$ cat config.mk
export PLATFORM = sky130hd
export DESIGN_NAME = edc_slice
export DESIGN_NICKNAME = d
export VERILOG_FILES = /design/src/rtl/edc_pkg.sv /design/src/rtl/checkbit_gen.sv /design/src/rtl/byte_merge.sv /design/src/rtl/edc_slice.sv
export VERILOG_INCLUDE_DIRS = /design/src /design/src/rtl
export SDC_FILE = /design/constraint.sdc
export NUM_CORES = 1
export LEC_CHECK = 0
export BUFFER_PORTS_ARGS = -buffer_cell sky130_fd_sc_hd__buf_2
export CORE_MARGIN = 2
export CORE_UTILIZATION = 30
export CTS_CLUSTER_SIZE = 20
export DETAILED_ROUTE_END_ITERATION = 10
export PLACE_DENSITY = 0.52
export SLEW_MARGIN = 20
export SYNTH_ARGS = -nofsm -noshare
export SYNTH_HDL_FRONTEND = slang
export SYNTH_SLANG_ARGS = --single-unit
$ cat constraint.sdc
create_clock -name CLK -period 5.8 [get_ports CLK]
set_clock_uncertainty 0.15 [all_clocks]
set_input_delay 0.29 -clock CLK [delete_from_list [all_inputs] [get_ports CLK]]
set_output_delay 0.29 -clock CLK [all_outputs]
set_load 0.05 [all_outputs]
$ cat src/rtl/edc_consts.svh
// constants for the flow-through edc slice: config codes, register map
// assumes inclusion by bare name from design files
`ifndef EDC_CONSTS_SVH
`define EDC_CONSTS_SVH

`define CFG_SINGLE32 2'h0
`define CFG_GEN64 2'h1
`define CFG_LOWER 2'h2
`define CFG_UPPER 2'h3

`define REG_CTRL 12'h000
`define REG_STATUS 12'h004
`define REG_SYSIN 12'h008
`define REG_PIPE 12'h00C
`define REG_MEMIN 12'h010
`define REG_CBIN 12'h014
`define REG_MERGED 12'h018
`define REG_CBOUT 12'h01C

`define CTRL_RESET 32'h0000_00F1
`define CTRL_CFG_LSB 0
`define CTRL_SOE_BIT 2
`define CTRL_BE_LSB 4
`define CTRL_GO_BIT 8
`define CTRL_RD_BIT 9

`endif

$ cat src/rtl/edc_pkg.sv
// types shared by the edc slice modules
// assumes constants come from edc_consts.svh
package edc_pkg;
    typedef logic [31:0] word_t;
    typedef logic [7:0] cb_t;
    typedef logic [1:0] cfg_t;
endpackage

$ cat src/rtl/checkbit_gen.sv
// parity-tree check-bit generator over a parameterised data width
// assumes a pure combinational use; no clock
`timescale 1ns/1ps
module checkbit_gen #(
    parameter int W = 32,
    parameter int SEED = 0
)
(
    input wire logic [W-1:0] data,
    output logic [7:0] cb
);
    // each check bit covers data bits whose hashed index selects it
    genvar g;
    generate
        for (g = 0; g < 8; g++)
        begin : g_cb
            logic [W-1:0] m;
            for (genvar b = 0; b < W; b++)
            begin : g_m
                localparam int H = ((b + SEED) * 5 + 3) % 255 + 1;
                assign m[b] = ((H >> g) & 1) == 1;
            end
            assign cb[g] = ^(data & m);
        end
    endgenerate
endmodule // checkbit_gen

$ cat src/rtl/byte_merge.sv
// byte-wise merge mux: low select takes system latch, high takes pipeline
// assumes selects come from a registered source
`timescale 1ns/1ps
module byte_merge #(
    parameter int LANES = 4
)
(
    input wire logic [LANES-1:0] sel,
    input wire logic [LANES*8-1:0] a,
    input wire logic [LANES*8-1:0] b,
    output logic [LANES*8-1:0] y
);
    genvar i;
    generate
        for (i = 0; i < LANES; i++)
        begin : g_lane
            assign y[i*8 +: 8] = sel[i] ? b[i*8 +: 8] : a[i*8 +: 8];
        end
    endgenerate
endmodule // byte_merge

$ cat src/rtl/edc_slice.sv
// flow-through edc slice with byte merge, 64-bit generate and cascade
// assumes an axi4-lite master on CLK; one write and one read outstanding
// Overview of operation
// - four lane selects with output enable gate each system byte driver
// - lane selects steer byte mux between system latch and pipeline latch
// - memory read is corrected and loaded into the pipeline latch
// - low selects take new system bytes, high ones keep pipeline bytes
// - merged word goes to memory together with its generated check bits
// - config code 01 makes the slice a 64-bit check-bit generator
// - generate mode drives 8 check bits over 64 bits onto check output
// - generate mode disables detect, correct and merge functions
// - three generators: two for system data (merged word and upper half) and one for memory data
// - lower slice forms partial syndrome from own data and stored bits
// - upper slice makes partial check bits and exchanges them
// - each slice computes final syndrome and corrects own half
// - upper slice takes lower partial syndrome on partial check-bit input bus
//
// Added by the designer: the address map and register access over AXI4-Lite.
`timescale 1ns/1ps
`include "edc_consts.svh"
module edc_slice
(
    input wire logic CLK,
    input wire logic NRST,
    input wire logic [11:0] AWADDR,
    input wire logic AWVALID,
    output logic AWREADY,
    input wire logic [31:0] WDATA,
    input wire logic [3:0] WSTRB,
    input wire logic WVALID,
    output logic WREADY,
    output logic [1:0] BRESP,
    output logic BVALID,
    input wire logic BREADY,
    input wire logic [11:0] ARADDR,
    input wire logic ARVALID,
    output logic ARREADY,
    output logic [31:0] RDATA,
    output logic [1:0] RRESP,
    output logic RVALID,
    input wire logic RREADY,
    input wire logic [31:0] SYSTEM_DATA_BUS_I,
    output logic [31:0] SYSTEM_DATA_BUS_O,
    output logic [3:0] SYSTEM_DATA_BUS_OE,
    input wire logic [31:0] MEMORY_DATA_BUS_I,
    output logic [31:0] MEMORY_DATA_BUS_O,
    output logic MEMORY_DATA_BUS_OE,
    input wire logic [7:0] CHECKBIT_IN_BUS,
    input wire logic [7:0] PARTIAL_CHECKBIT_IN_BUS,
    output logic [7:0] CHECKBIT_OUT_BUS,
    output logic [7:0] SYNDROME_OUT_BUS
);
    edc_pkg::word_t sys_s1, sys_s2, mem_s1, mem_s2, merged;
    edc_pkg::cb_t cbi_s1, cbi_s2, pcb_s1, pcb_s2;
    edc_pkg::cb_t gen_sys, gen_mem, gen_hi, syn_part, syn_final;
    edc_pkg::word_t ctrl_q, sys_latch_q, pipe_q, corrected;
    edc_pkg::cb_t cbo_q, syo_q;
    logic [31:0] mdo_q;
    logic [3:0] oe_q;
    logic mdoe_q, single_err_q, multi_err_q;
    edc_pkg::cfg_t cfg;
    logic [3:0] be;
    logic system_output_enable, gen64;
    logic aw_ok, w_ok, wr_go;
    logic [11:0] aw_q;
    logic [31:0] w_q;
    logic go_pulse, rd_pulse;

    assign cfg = edc_pkg::cfg_t'(ctrl_q[`CTRL_CFG_LSB +: 2]);
    assign system_output_enable = ctrl_q[`CTRL_SOE_BIT];
    assign be = ctrl_q[`CTRL_BE_LSB +: 4];
    assign gen64 = (cfg == `CFG_GEN64);

    // pins are asynchronous to CLK, so each passes two flops
    always_ff @(posedge CLK)
    begin
        sys_s1 <= SYSTEM_DATA_BUS_I;
        sys_s2 <= sys_s1;
        mem_s1 <= MEMORY_DATA_BUS_I;
        mem_s2 <= mem_s1;
        cbi_s1 <= CHECKBIT_IN_BUS;
        cbi_s2 <= cbi_s1;
        pcb_s1 <= PARTIAL_CHECKBIT_IN_BUS;
        pcb_s2 <= pcb_s1;
    end

    byte_merge #(.LANES(4)) u_merge
    (
        .sel(gen64 ? 4'hF : be),
        .a(sys_latch_q),
        .b(pipe_q),
        .y(merged)
    );

    // system-side generator sees the merged word, or the upper half in gen64
    checkbit_gen #(.W(32), .SEED(0)) u_gen_sys
    (
        .data(gen64 ? sys_s2 : merged),
        .cb(gen_sys)
    );
    checkbit_gen #(.W(32), .SEED(0)) u_gen_mem
    (
        .data(mem_s2),
        .cb(gen_mem)
    );
    checkbit_gen #(.W(32), .SEED(32)) u_gen_hi
    (
        .data(sys_s2),
        .cb(gen_hi)
    );

    // partial syndrome: lower uses stored bits, upper uses its partial only
    always_comb
    begin
        unique case (cfg)
            `CFG_UPPER: syn_part = gen_mem;
            default: syn_part = gen_mem ^ cbi_s2;
        endcase
        unique case (cfg)
            `CFG_LOWER: syn_final = syn_part ^ pcb_s2;
            `CFG_UPPER: syn_final = gen_mem ^ cbi_s2 ^ pcb_s2;
            default: syn_final = syn_part;
        endcase
    end

    // single flip: the bit whose generator mask equals the syndrome
    always_comb
    begin
        corrected = mem_s2;
        for (int b = 0; b < 32; b++)
        begin
            if (syn_final == 8'(((b + (cfg == `CFG_UPPER ? 32 : 0)) * 5 + 3)
                % 255 + 1))
            begin
                corrected[b] = ~mem_s2[b];
            end
        end
    end

    // axi4-lite write path: address and data taken in either order
    assign wr_go = aw_ok && w_ok && !BVALID;
    always_ff @(posedge CLK)
    begin
        if (!NRST)
        begin
            AWREADY <= 1'b1;
            WREADY <= 1'b1;
            aw_ok <= 1'b0;
            w_ok <= 1'b0;
            aw_q <= 12'h000;
            w_q <= 32'h0000_0000;
            BVALID <= 1'b0;
            BRESP <= 2'h0;
        end
        else
        begin
            if (AWVALID && AWREADY)
            begin
                aw_q <= AWADDR;
                aw_ok <= 1'b1;
                AWREADY <= 1'b0;
            end
            if (WVALID && WREADY)
            begin
                w_q <= WDATA;
                w_ok <= 1'b1;
                WREADY <= 1'b0;
            end
            if (wr_go)
            begin
                aw_ok <= 1'b0;
                w_ok <= 1'b0;
                BVALID <= 1'b1;
                BRESP <= (aw_q == `REG_CTRL || aw_q == `REG_SYSIN) ?
                    2'h0 : 2'h2;
            end
            if (BVALID && BREADY)
            begin
                BVALID <= 1'b0;
                AWREADY <= 1'b1;
                WREADY <= 1'b1;
            end
        end
    end

    // control register; go and rd bits self-clear into pulses
    always_ff @(posedge CLK)
    begin
        if (!NRST)
        begin
            ctrl_q <= `CTRL_RESET;
            go_pulse <= 1'b0;
            rd_pulse <= 1'b0;
        end
        else
        begin
            go_pulse <= 1'b0;
            rd_pulse <= 1'b0;
            if (wr_go && aw_q == `REG_CTRL)
            begin
                ctrl_q <= w_q & 32'h0000_00F7;
                go_pulse <= w_q[`CTRL_GO_BIT];
                rd_pulse <= w_q[`CTRL_RD_BIT];
            end
        end
    end

    // system latch: only software loads it, as a whole word; write strobes are ignored
    always_ff @(posedge CLK)
    begin
        if (!NRST)
        begin
            sys_latch_q <= 32'h0000_0000;
        end
        else if (wr_go && aw_q == `REG_SYSIN)
        begin
            sys_latch_q <= w_q;
        end
    end

    // pipeline latch holds the corrected read word; frozen in gen64
    always_ff @(posedge CLK)
    begin
        if (!NRST)
        begin
            pipe_q <= 32'h0000_0000;
            single_err_q <= 1'b0;
            multi_err_q <= 1'b0;
        end
        else if (rd_pulse && !gen64)
        begin
            pipe_q <= corrected;
            single_err_q <= (corrected != mem_s2);
            multi_err_q <= (syn_final != 8'h00) && (corrected == mem_s2);
        end
    end

    // memory write of the merged word; check bits from the mux output, xor partial input in upper, gen_mem in lower
    always_ff @(posedge CLK)
    begin
        if (!NRST)
        begin
            mdo_q <= 32'h0000_0000;
            mdoe_q <= 1'b0;
        end
        else if (gen64)
        begin
            mdoe_q <= 1'b0;
        end
        else if (go_pulse)
        begin
            mdo_q <= merged;
            mdoe_q <= 1'b1;
        end
        else if (rd_pulse)
        begin
            mdoe_q <= 1'b0;
        end
    end

    always_ff @(posedge CLK)
    begin
        if (!NRST)
        begin
            cbo_q <= 8'h00;
            syo_q <= 8'h00;
            oe_q <= 4'h0;
        end
        else
        begin
            // gen64 check bits span both halves of the 64-bit word
            if (gen64)
                cbo_q <= gen_mem ^ gen_hi;
            else if (cfg == `CFG_LOWER)
                cbo_q <= gen_mem;
            else
                cbo_q <= gen_sys ^ (cfg == `CFG_UPPER ? pcb_s2 : 8'h00);
            syo_q <= gen64 ? 8'h00 : (cfg == `CFG_UPPER ? gen_mem :
                (cfg == `CFG_LOWER ? syn_part : syn_final));
            oe_q <= (system_output_enable && !gen64) ? ~be : 4'h0;
        end
    end

    // axi4-lite read path
    always_ff @(posedge CLK)
    begin
        if (!NRST)
        begin
            ARREADY <= 1'b1;
            RVALID <= 1'b0;
            RDATA <= 32'h0000_0000;
            RRESP <= 2'h0;
        end
        else if (ARVALID && ARREADY)
        begin
            ARREADY <= 1'b0;
            RVALID <= 1'b1;
            RRESP <= 2'h0;
            unique case (ARADDR)
                `REG_CTRL: RDATA <= ctrl_q;
                `REG_STATUS: RDATA <= {30'h0, multi_err_q, single_err_q};
                `REG_SYSIN: RDATA <= sys_latch_q;
                `REG_PIPE: RDATA <= pipe_q;
                `REG_MEMIN: RDATA <= mem_s2;
                `REG_CBIN: RDATA <= {24'h00_0000, cbi_s2};
                `REG_MERGED: RDATA <= merged;
                `REG_CBOUT: RDATA <= {16'h0000, syo_q, cbo_q};
                default:
                begin
                    RDATA <= 32'h0000_0000;
                    RRESP <= 2'h2;
                end
            endcase
        end
        else if (RVALID && RREADY)
        begin
            RVALID <= 1'b0;
            ARREADY <= 1'b1;
        end
    end

    assign SYSTEM_DATA_BUS_O = pipe_q;
    assign SYSTEM_DATA_BUS_OE = oe_q;
    assign MEMORY_DATA_BUS_O = mdo_q;
    assign MEMORY_DATA_BUS_OE = mdoe_q;
    assign CHECKBIT_OUT_BUS = cbo_q;
    assign SYNDROME_OUT_BUS = syo_q;

    property p_oe;
        @(posedge CLK) disable iff (!NRST)
        1'b1 |=> SYSTEM_DATA_BUS_OE == (($past(system_output_enable) && !$past(gen64)) ?
            ~$past(be) : 4'h0);
    endproperty
    AST_OE_PER_LANE: assert property (p_oe)
        else $error("lane enables wrong");
    AST_GEN64_NO_OE: assert property (@(posedge CLK) disable iff (!NRST)
        gen64 && $past(gen64) |-> SYSTEM_DATA_BUS_OE == 4'h0)
        else $error("drivers on in gen64");
    AST_GEN64_CB: assert property (@(posedge CLK) disable iff (!NRST)
        gen64 |=> CHECKBIT_OUT_BUS == $past(gen_mem ^ gen_hi))
        else $error("gen64 check bits wrong");
    AST_MERGE_WRITE: assert property (@(posedge CLK) disable iff (!NRST)
        go_pulse && !gen64 |=> MEMORY_DATA_BUS_O == $past(merged)
        && MEMORY_DATA_BUS_OE)
        else $error("merged word not written");
    AST_PIPE_LOAD: assert property (@(posedge CLK) disable iff (!NRST)
        rd_pulse && !gen64 |=> pipe_q == $past(corrected))
        else $error("pipeline not loaded");
    AST_PIPE_FROZEN: assert property (@(posedge CLK) disable iff (!NRST)
        gen64 && rd_pulse |=> $stable(pipe_q))
        else $error("pipeline moved in gen64");
    AST_LOWER_SYO: assert property (@(posedge CLK) disable iff (!NRST)
        cfg == `CFG_LOWER |=> SYNDROME_OUT_BUS ==
        $past(gen_mem ^ cbi_s2))
        else $error("partial syndrome wrong");
    AST_UPPER_SYO: assert property (@(posedge CLK) disable iff (!NRST)
        cfg == `CFG_UPPER |=> SYNDROME_OUT_BUS == $past(gen_mem))
        else $error("upper partial wrong");
endmodule // edc_slice

==> summary.txt <==
Outcome
  • Status: finished, final reports clean

Clocking
  • CTS Buf Count: 43
  • Clk sinks: 373
  • Worst skew pair latency: a little under 0.6 ns
  • Post-CTS Setup Bufs: 0
  • CTS Hold Bufs: 130
  • Post-CTS resize count: 0
  • H-tree levels: 2
  • TritonCTS clock tree: yes
  • Max clock buf depth: 3
  • Reg clk slew, reported paths: about 0.070 ns
  • Root buffer cell: clkbuf_16

Route
  • 1st-iter DRT viols: about 1,200
  • Via density per instance: 4.97
  • Avg WL per Cell: 22.4 microns
  • Vias: 13,972
  • First-pass iteration count of the detailed router: 5
  • Drt total wl: roughly 63 mm
  • DR DRC count: 0
  • Post-DRT Antenna Nets: 0

Logic synthesis
  • Synth Area in XOR/XNOR: 0.180
  • Asr flop ratio synth: 0
  • Post-synthesis cell type count: 65
  • Post-synthesis compound-gate area fraction: 0.146
  • Post-synth EDFFs: 0
  • Synthesized instance count: ~1,700
  • Simple-gate portion of the synthesized area: 0.147
  • Seq cells post-synth: 373
  • Yosys top cell area share: 0.468
  • Largest family of logic cells by synthesized area: XOR/XNOR gates
  • Synth area leader: dfxtp_1
  • Sequential share of the synthesized area: 0.468
  • Syn_area_per_cell: 9.20 sq um
  • Post-synthesis mux area share: 0.0289
  • Top FF cell, synth: dfxtp_1
  • Area contributors post-synth: dfxtp_1 (47%), xnor2_1 (9.7%), nand2_1 (6.2%)
  • Yosys warns: 0
  • Area of the mapped netlist: 0.0160 sq mm
  • Adder-cell share of the synthesized area: 0

Setup path
  • Cells on worst reg2reg path: 9
  • Crit path max fanout: 10
  • WP data required: between 6 and 7 ns
  • CP Class: reg -> reg
  • Critical Path End Type: flop
  • CP arrival: 4.63 ns
  • Reg2reg end: multi_err_q
  • R2R setup slack: 1.47 ns
  • Startpoint Class: flop
  • R2R Path Start: mem_s2[3]

Timing
  • Slew @ Worst Pin: a little under 1 ns
  • Unrepaired setup endpoints after global routing: no
  • Final-report max-slew violation count: 0
  • Setup TNS: 0 ns
  • Final setup violation count: 0
  • Hold slack: 0.147 ns
  • Slew headroom: 0.349
  • Final hold viol count: 0
  • FMAX: around 230 MHz
  • Final setup margin: 1.47 ns
  • Fin crit period: 4.33 ns
  • Final Cycle Share: 0.747

Placed design
  • Gpl congestion: between 0.9 and 1
  • Hpwl dp: 48.3 mm
  • Pre-CTS setup slack: approximately 1.6 ns
  • Post-DP Area: 0.0179 sq mm
  • Number of buffers added on ports: roughly 270
  • Post-Place Cells: 2,600

Final layout
  • Post-layout nets: 2,234
  • Commonest non-fill, non-tap cells in the layout: dfxtp_1 (373), buf_2 (266), nand2_1 (261)
  • Synth-to-Final Area Change: 29.4%
  • Final Instance Count excl. Fillers: 2,809
  • Ant diodes: 0
  • Layout cell share with drive strength beyond 1: 0.182
  • Design Area, Final: 0.0207 sq mm
  • Commonest non-fill, non-tap cell in the layout: dfxtp_1
  • Core Util, Final: 0.393
  • FILL cells: 5,308

Power
  • P_leak: 8.04 nW
  • Tot Pwr: 7.80 mW
  • Power per cell area: about 380 mW/mm^2
  • Max VDD drop: 0.241 mV

Floorplanning
  • Core Region: 0.0526 sq mm
  • Initial Utilization: 0.304
  • Die width: 235 microns
  • Die Y: 235 microns
  • Die area: 0.0551 sq mm
  • Row count: 84
  • I/O pin total: between 200 and 300

Global routing
  • Largest net degree at the start of global routing: 81
  • Total GRT Usage: 0.222
  • Global route total overflow: 0
  • First-pass GRT wire length: 90.9 mm
  • Initial antenna violation count: 3
  • Vias in the first global route: between 10,000 and 15,000

Hold path
  • Hold worst-path end: RVALID
  • Hold Startpoint: ARVALID
  • Hold crit path type: in -> reg
  • Worst Hold Depth: 4

Job
  • Total of max-cap violations: 0
-- cell usage after synthesis (2+ instances only) --
| library cell | number |
|---|---|
| a2111oi_0 | 2 |
| or3_1 | 8 |
| a21boi_0 | 3 |
| xnor2_1 | 177 |
| a22oi_1 | 19 |
| nand2_1 | 263 |
| clkbuf_1 | 83 |
| nor4_2 | 3 |
| and3_1 | 7 |
| xor2_2 | 2 |
| buf_1 | 12 |
| buf_4 | 3 |
| xor2_1 | 66 |
| a211oi_1 | 56 |
| a21oi_1 | 136 |
| a311oi_1 | 16 |
| nor2b_1 | 6 |
| nor3_1 | 25 |
| and2_1 | 13 |
| o22ai_1 | 11 |
| mux2i_1 | 45 |
| xnor3_2 | 3 |
| a222oi_1 | 12 |
| o21ai_0 | 55 |
| xnor3_1 | 22 |
| a211o_1 | 2 |
| nand4_1 | 10 |
| a221oi_1 | 2 |
| nor2_1 | 171 |
| nand3_1 | 15 |
| a31oi_1 | 23 |
| xor3_1 | 4 |
| nor3b_1 | 2 |
| nor4_1 | 12 |
| nand2b_1 | 6 |
| nor3_2 | 2 |
| o221a_2 | 2 |
| o211ai_1 | 13 |
| buf_2 | 9 |
| nand3b_1 | 4 |
| inv_1 | 13 |
| dfxtp_1 | 373 |
-- sequential cells by signal (all words and copies together), names as in the netlist, 12 cells and up --
signal and cells:
mem_s1 32, sys_latch_q 32, RDATA 32, aw_q 12
SYSTEM_DATA_BUS_O 32, MEMORY_DATA_BUS_O 32, sys_s2 32, w_q 32
sys_s1 32, mem_s2 32
-- kinds of logic (layout without fill, tap and decap cells) --
kind of cell           Yosys count  in the layout
AO/OA/AOI/OAI                  365            365
AND/OR/NAND/NOR                551            551
buffers and inverters          122            508
other                            1              2
flip-flops                     373            373
multiplexers                    46             46
XOR/XNOR                       276            276
-- layer usage --
layer | track usage | wire length, microns
met3 | 0.0579 | 4860
met1 | 0.289 | 27300
met4 | 0.0765 | 2190
met2 | 0.354 | 28500
met5 | 0 | 27
-- critical path: stages, from the launching register on --
cell,delay (ns)
dfxtp_1,0.54
xnor3_1,0.52
xnor3_1,0.41
xnor3_2,0.53
xor2_2,0.56
nand4_1,0.42
a211oi_1,0.71
nor4_1,0.13
nand4_1,0.15
o41ai_2,0.08
-- power breakdown --
part	leakage (nW)	total, mW	switching (mW)	internal [mW]
logic	4.27	2.20	1.37	0.833
registers	3.08	2.80	0.126	2.68
clock network	0.693	2.79	1.15	1.64
total	8.04	7.80	2.64	5.15
-- layout make-up --
class | instances | area, sq um | share of cell area
sequential | 373 | 7470 | 0.361
inverter | 14 | 55.1 | 0.00266
clock buffer | 56 | 1190 | 0.0574
clock inverter | 23 | 277 | 0.0134
multi-input combinational | 1240 | 8040 | 0.389
timing repair buffer | 415 | 2780 | 0.134
tap | 688 | 861 | 0.0417
-- how the worst max path moves through the flow --
stage | endpoint | start | slack [ns] | cells past startpoint
2_1_floorplan | single_err_q | mem_s2[18] | 2.53 | 12
3_3_place_gp | multi_err_q | mem_s2[3] | 1.57 | 9
3_5_place_dp | multi_err_q | mem_s2[3] | 1.59 | 9
4_1_cts | multi_err_q | mem_s2[3] | 1.57 | 9
5_1_grt | single_err_q | mem_s2[15] | 1.21 | 10
6_report | multi_err_q | mem_s2[3] | 1.47 | 9
Power figures use the tool's default switching activity.
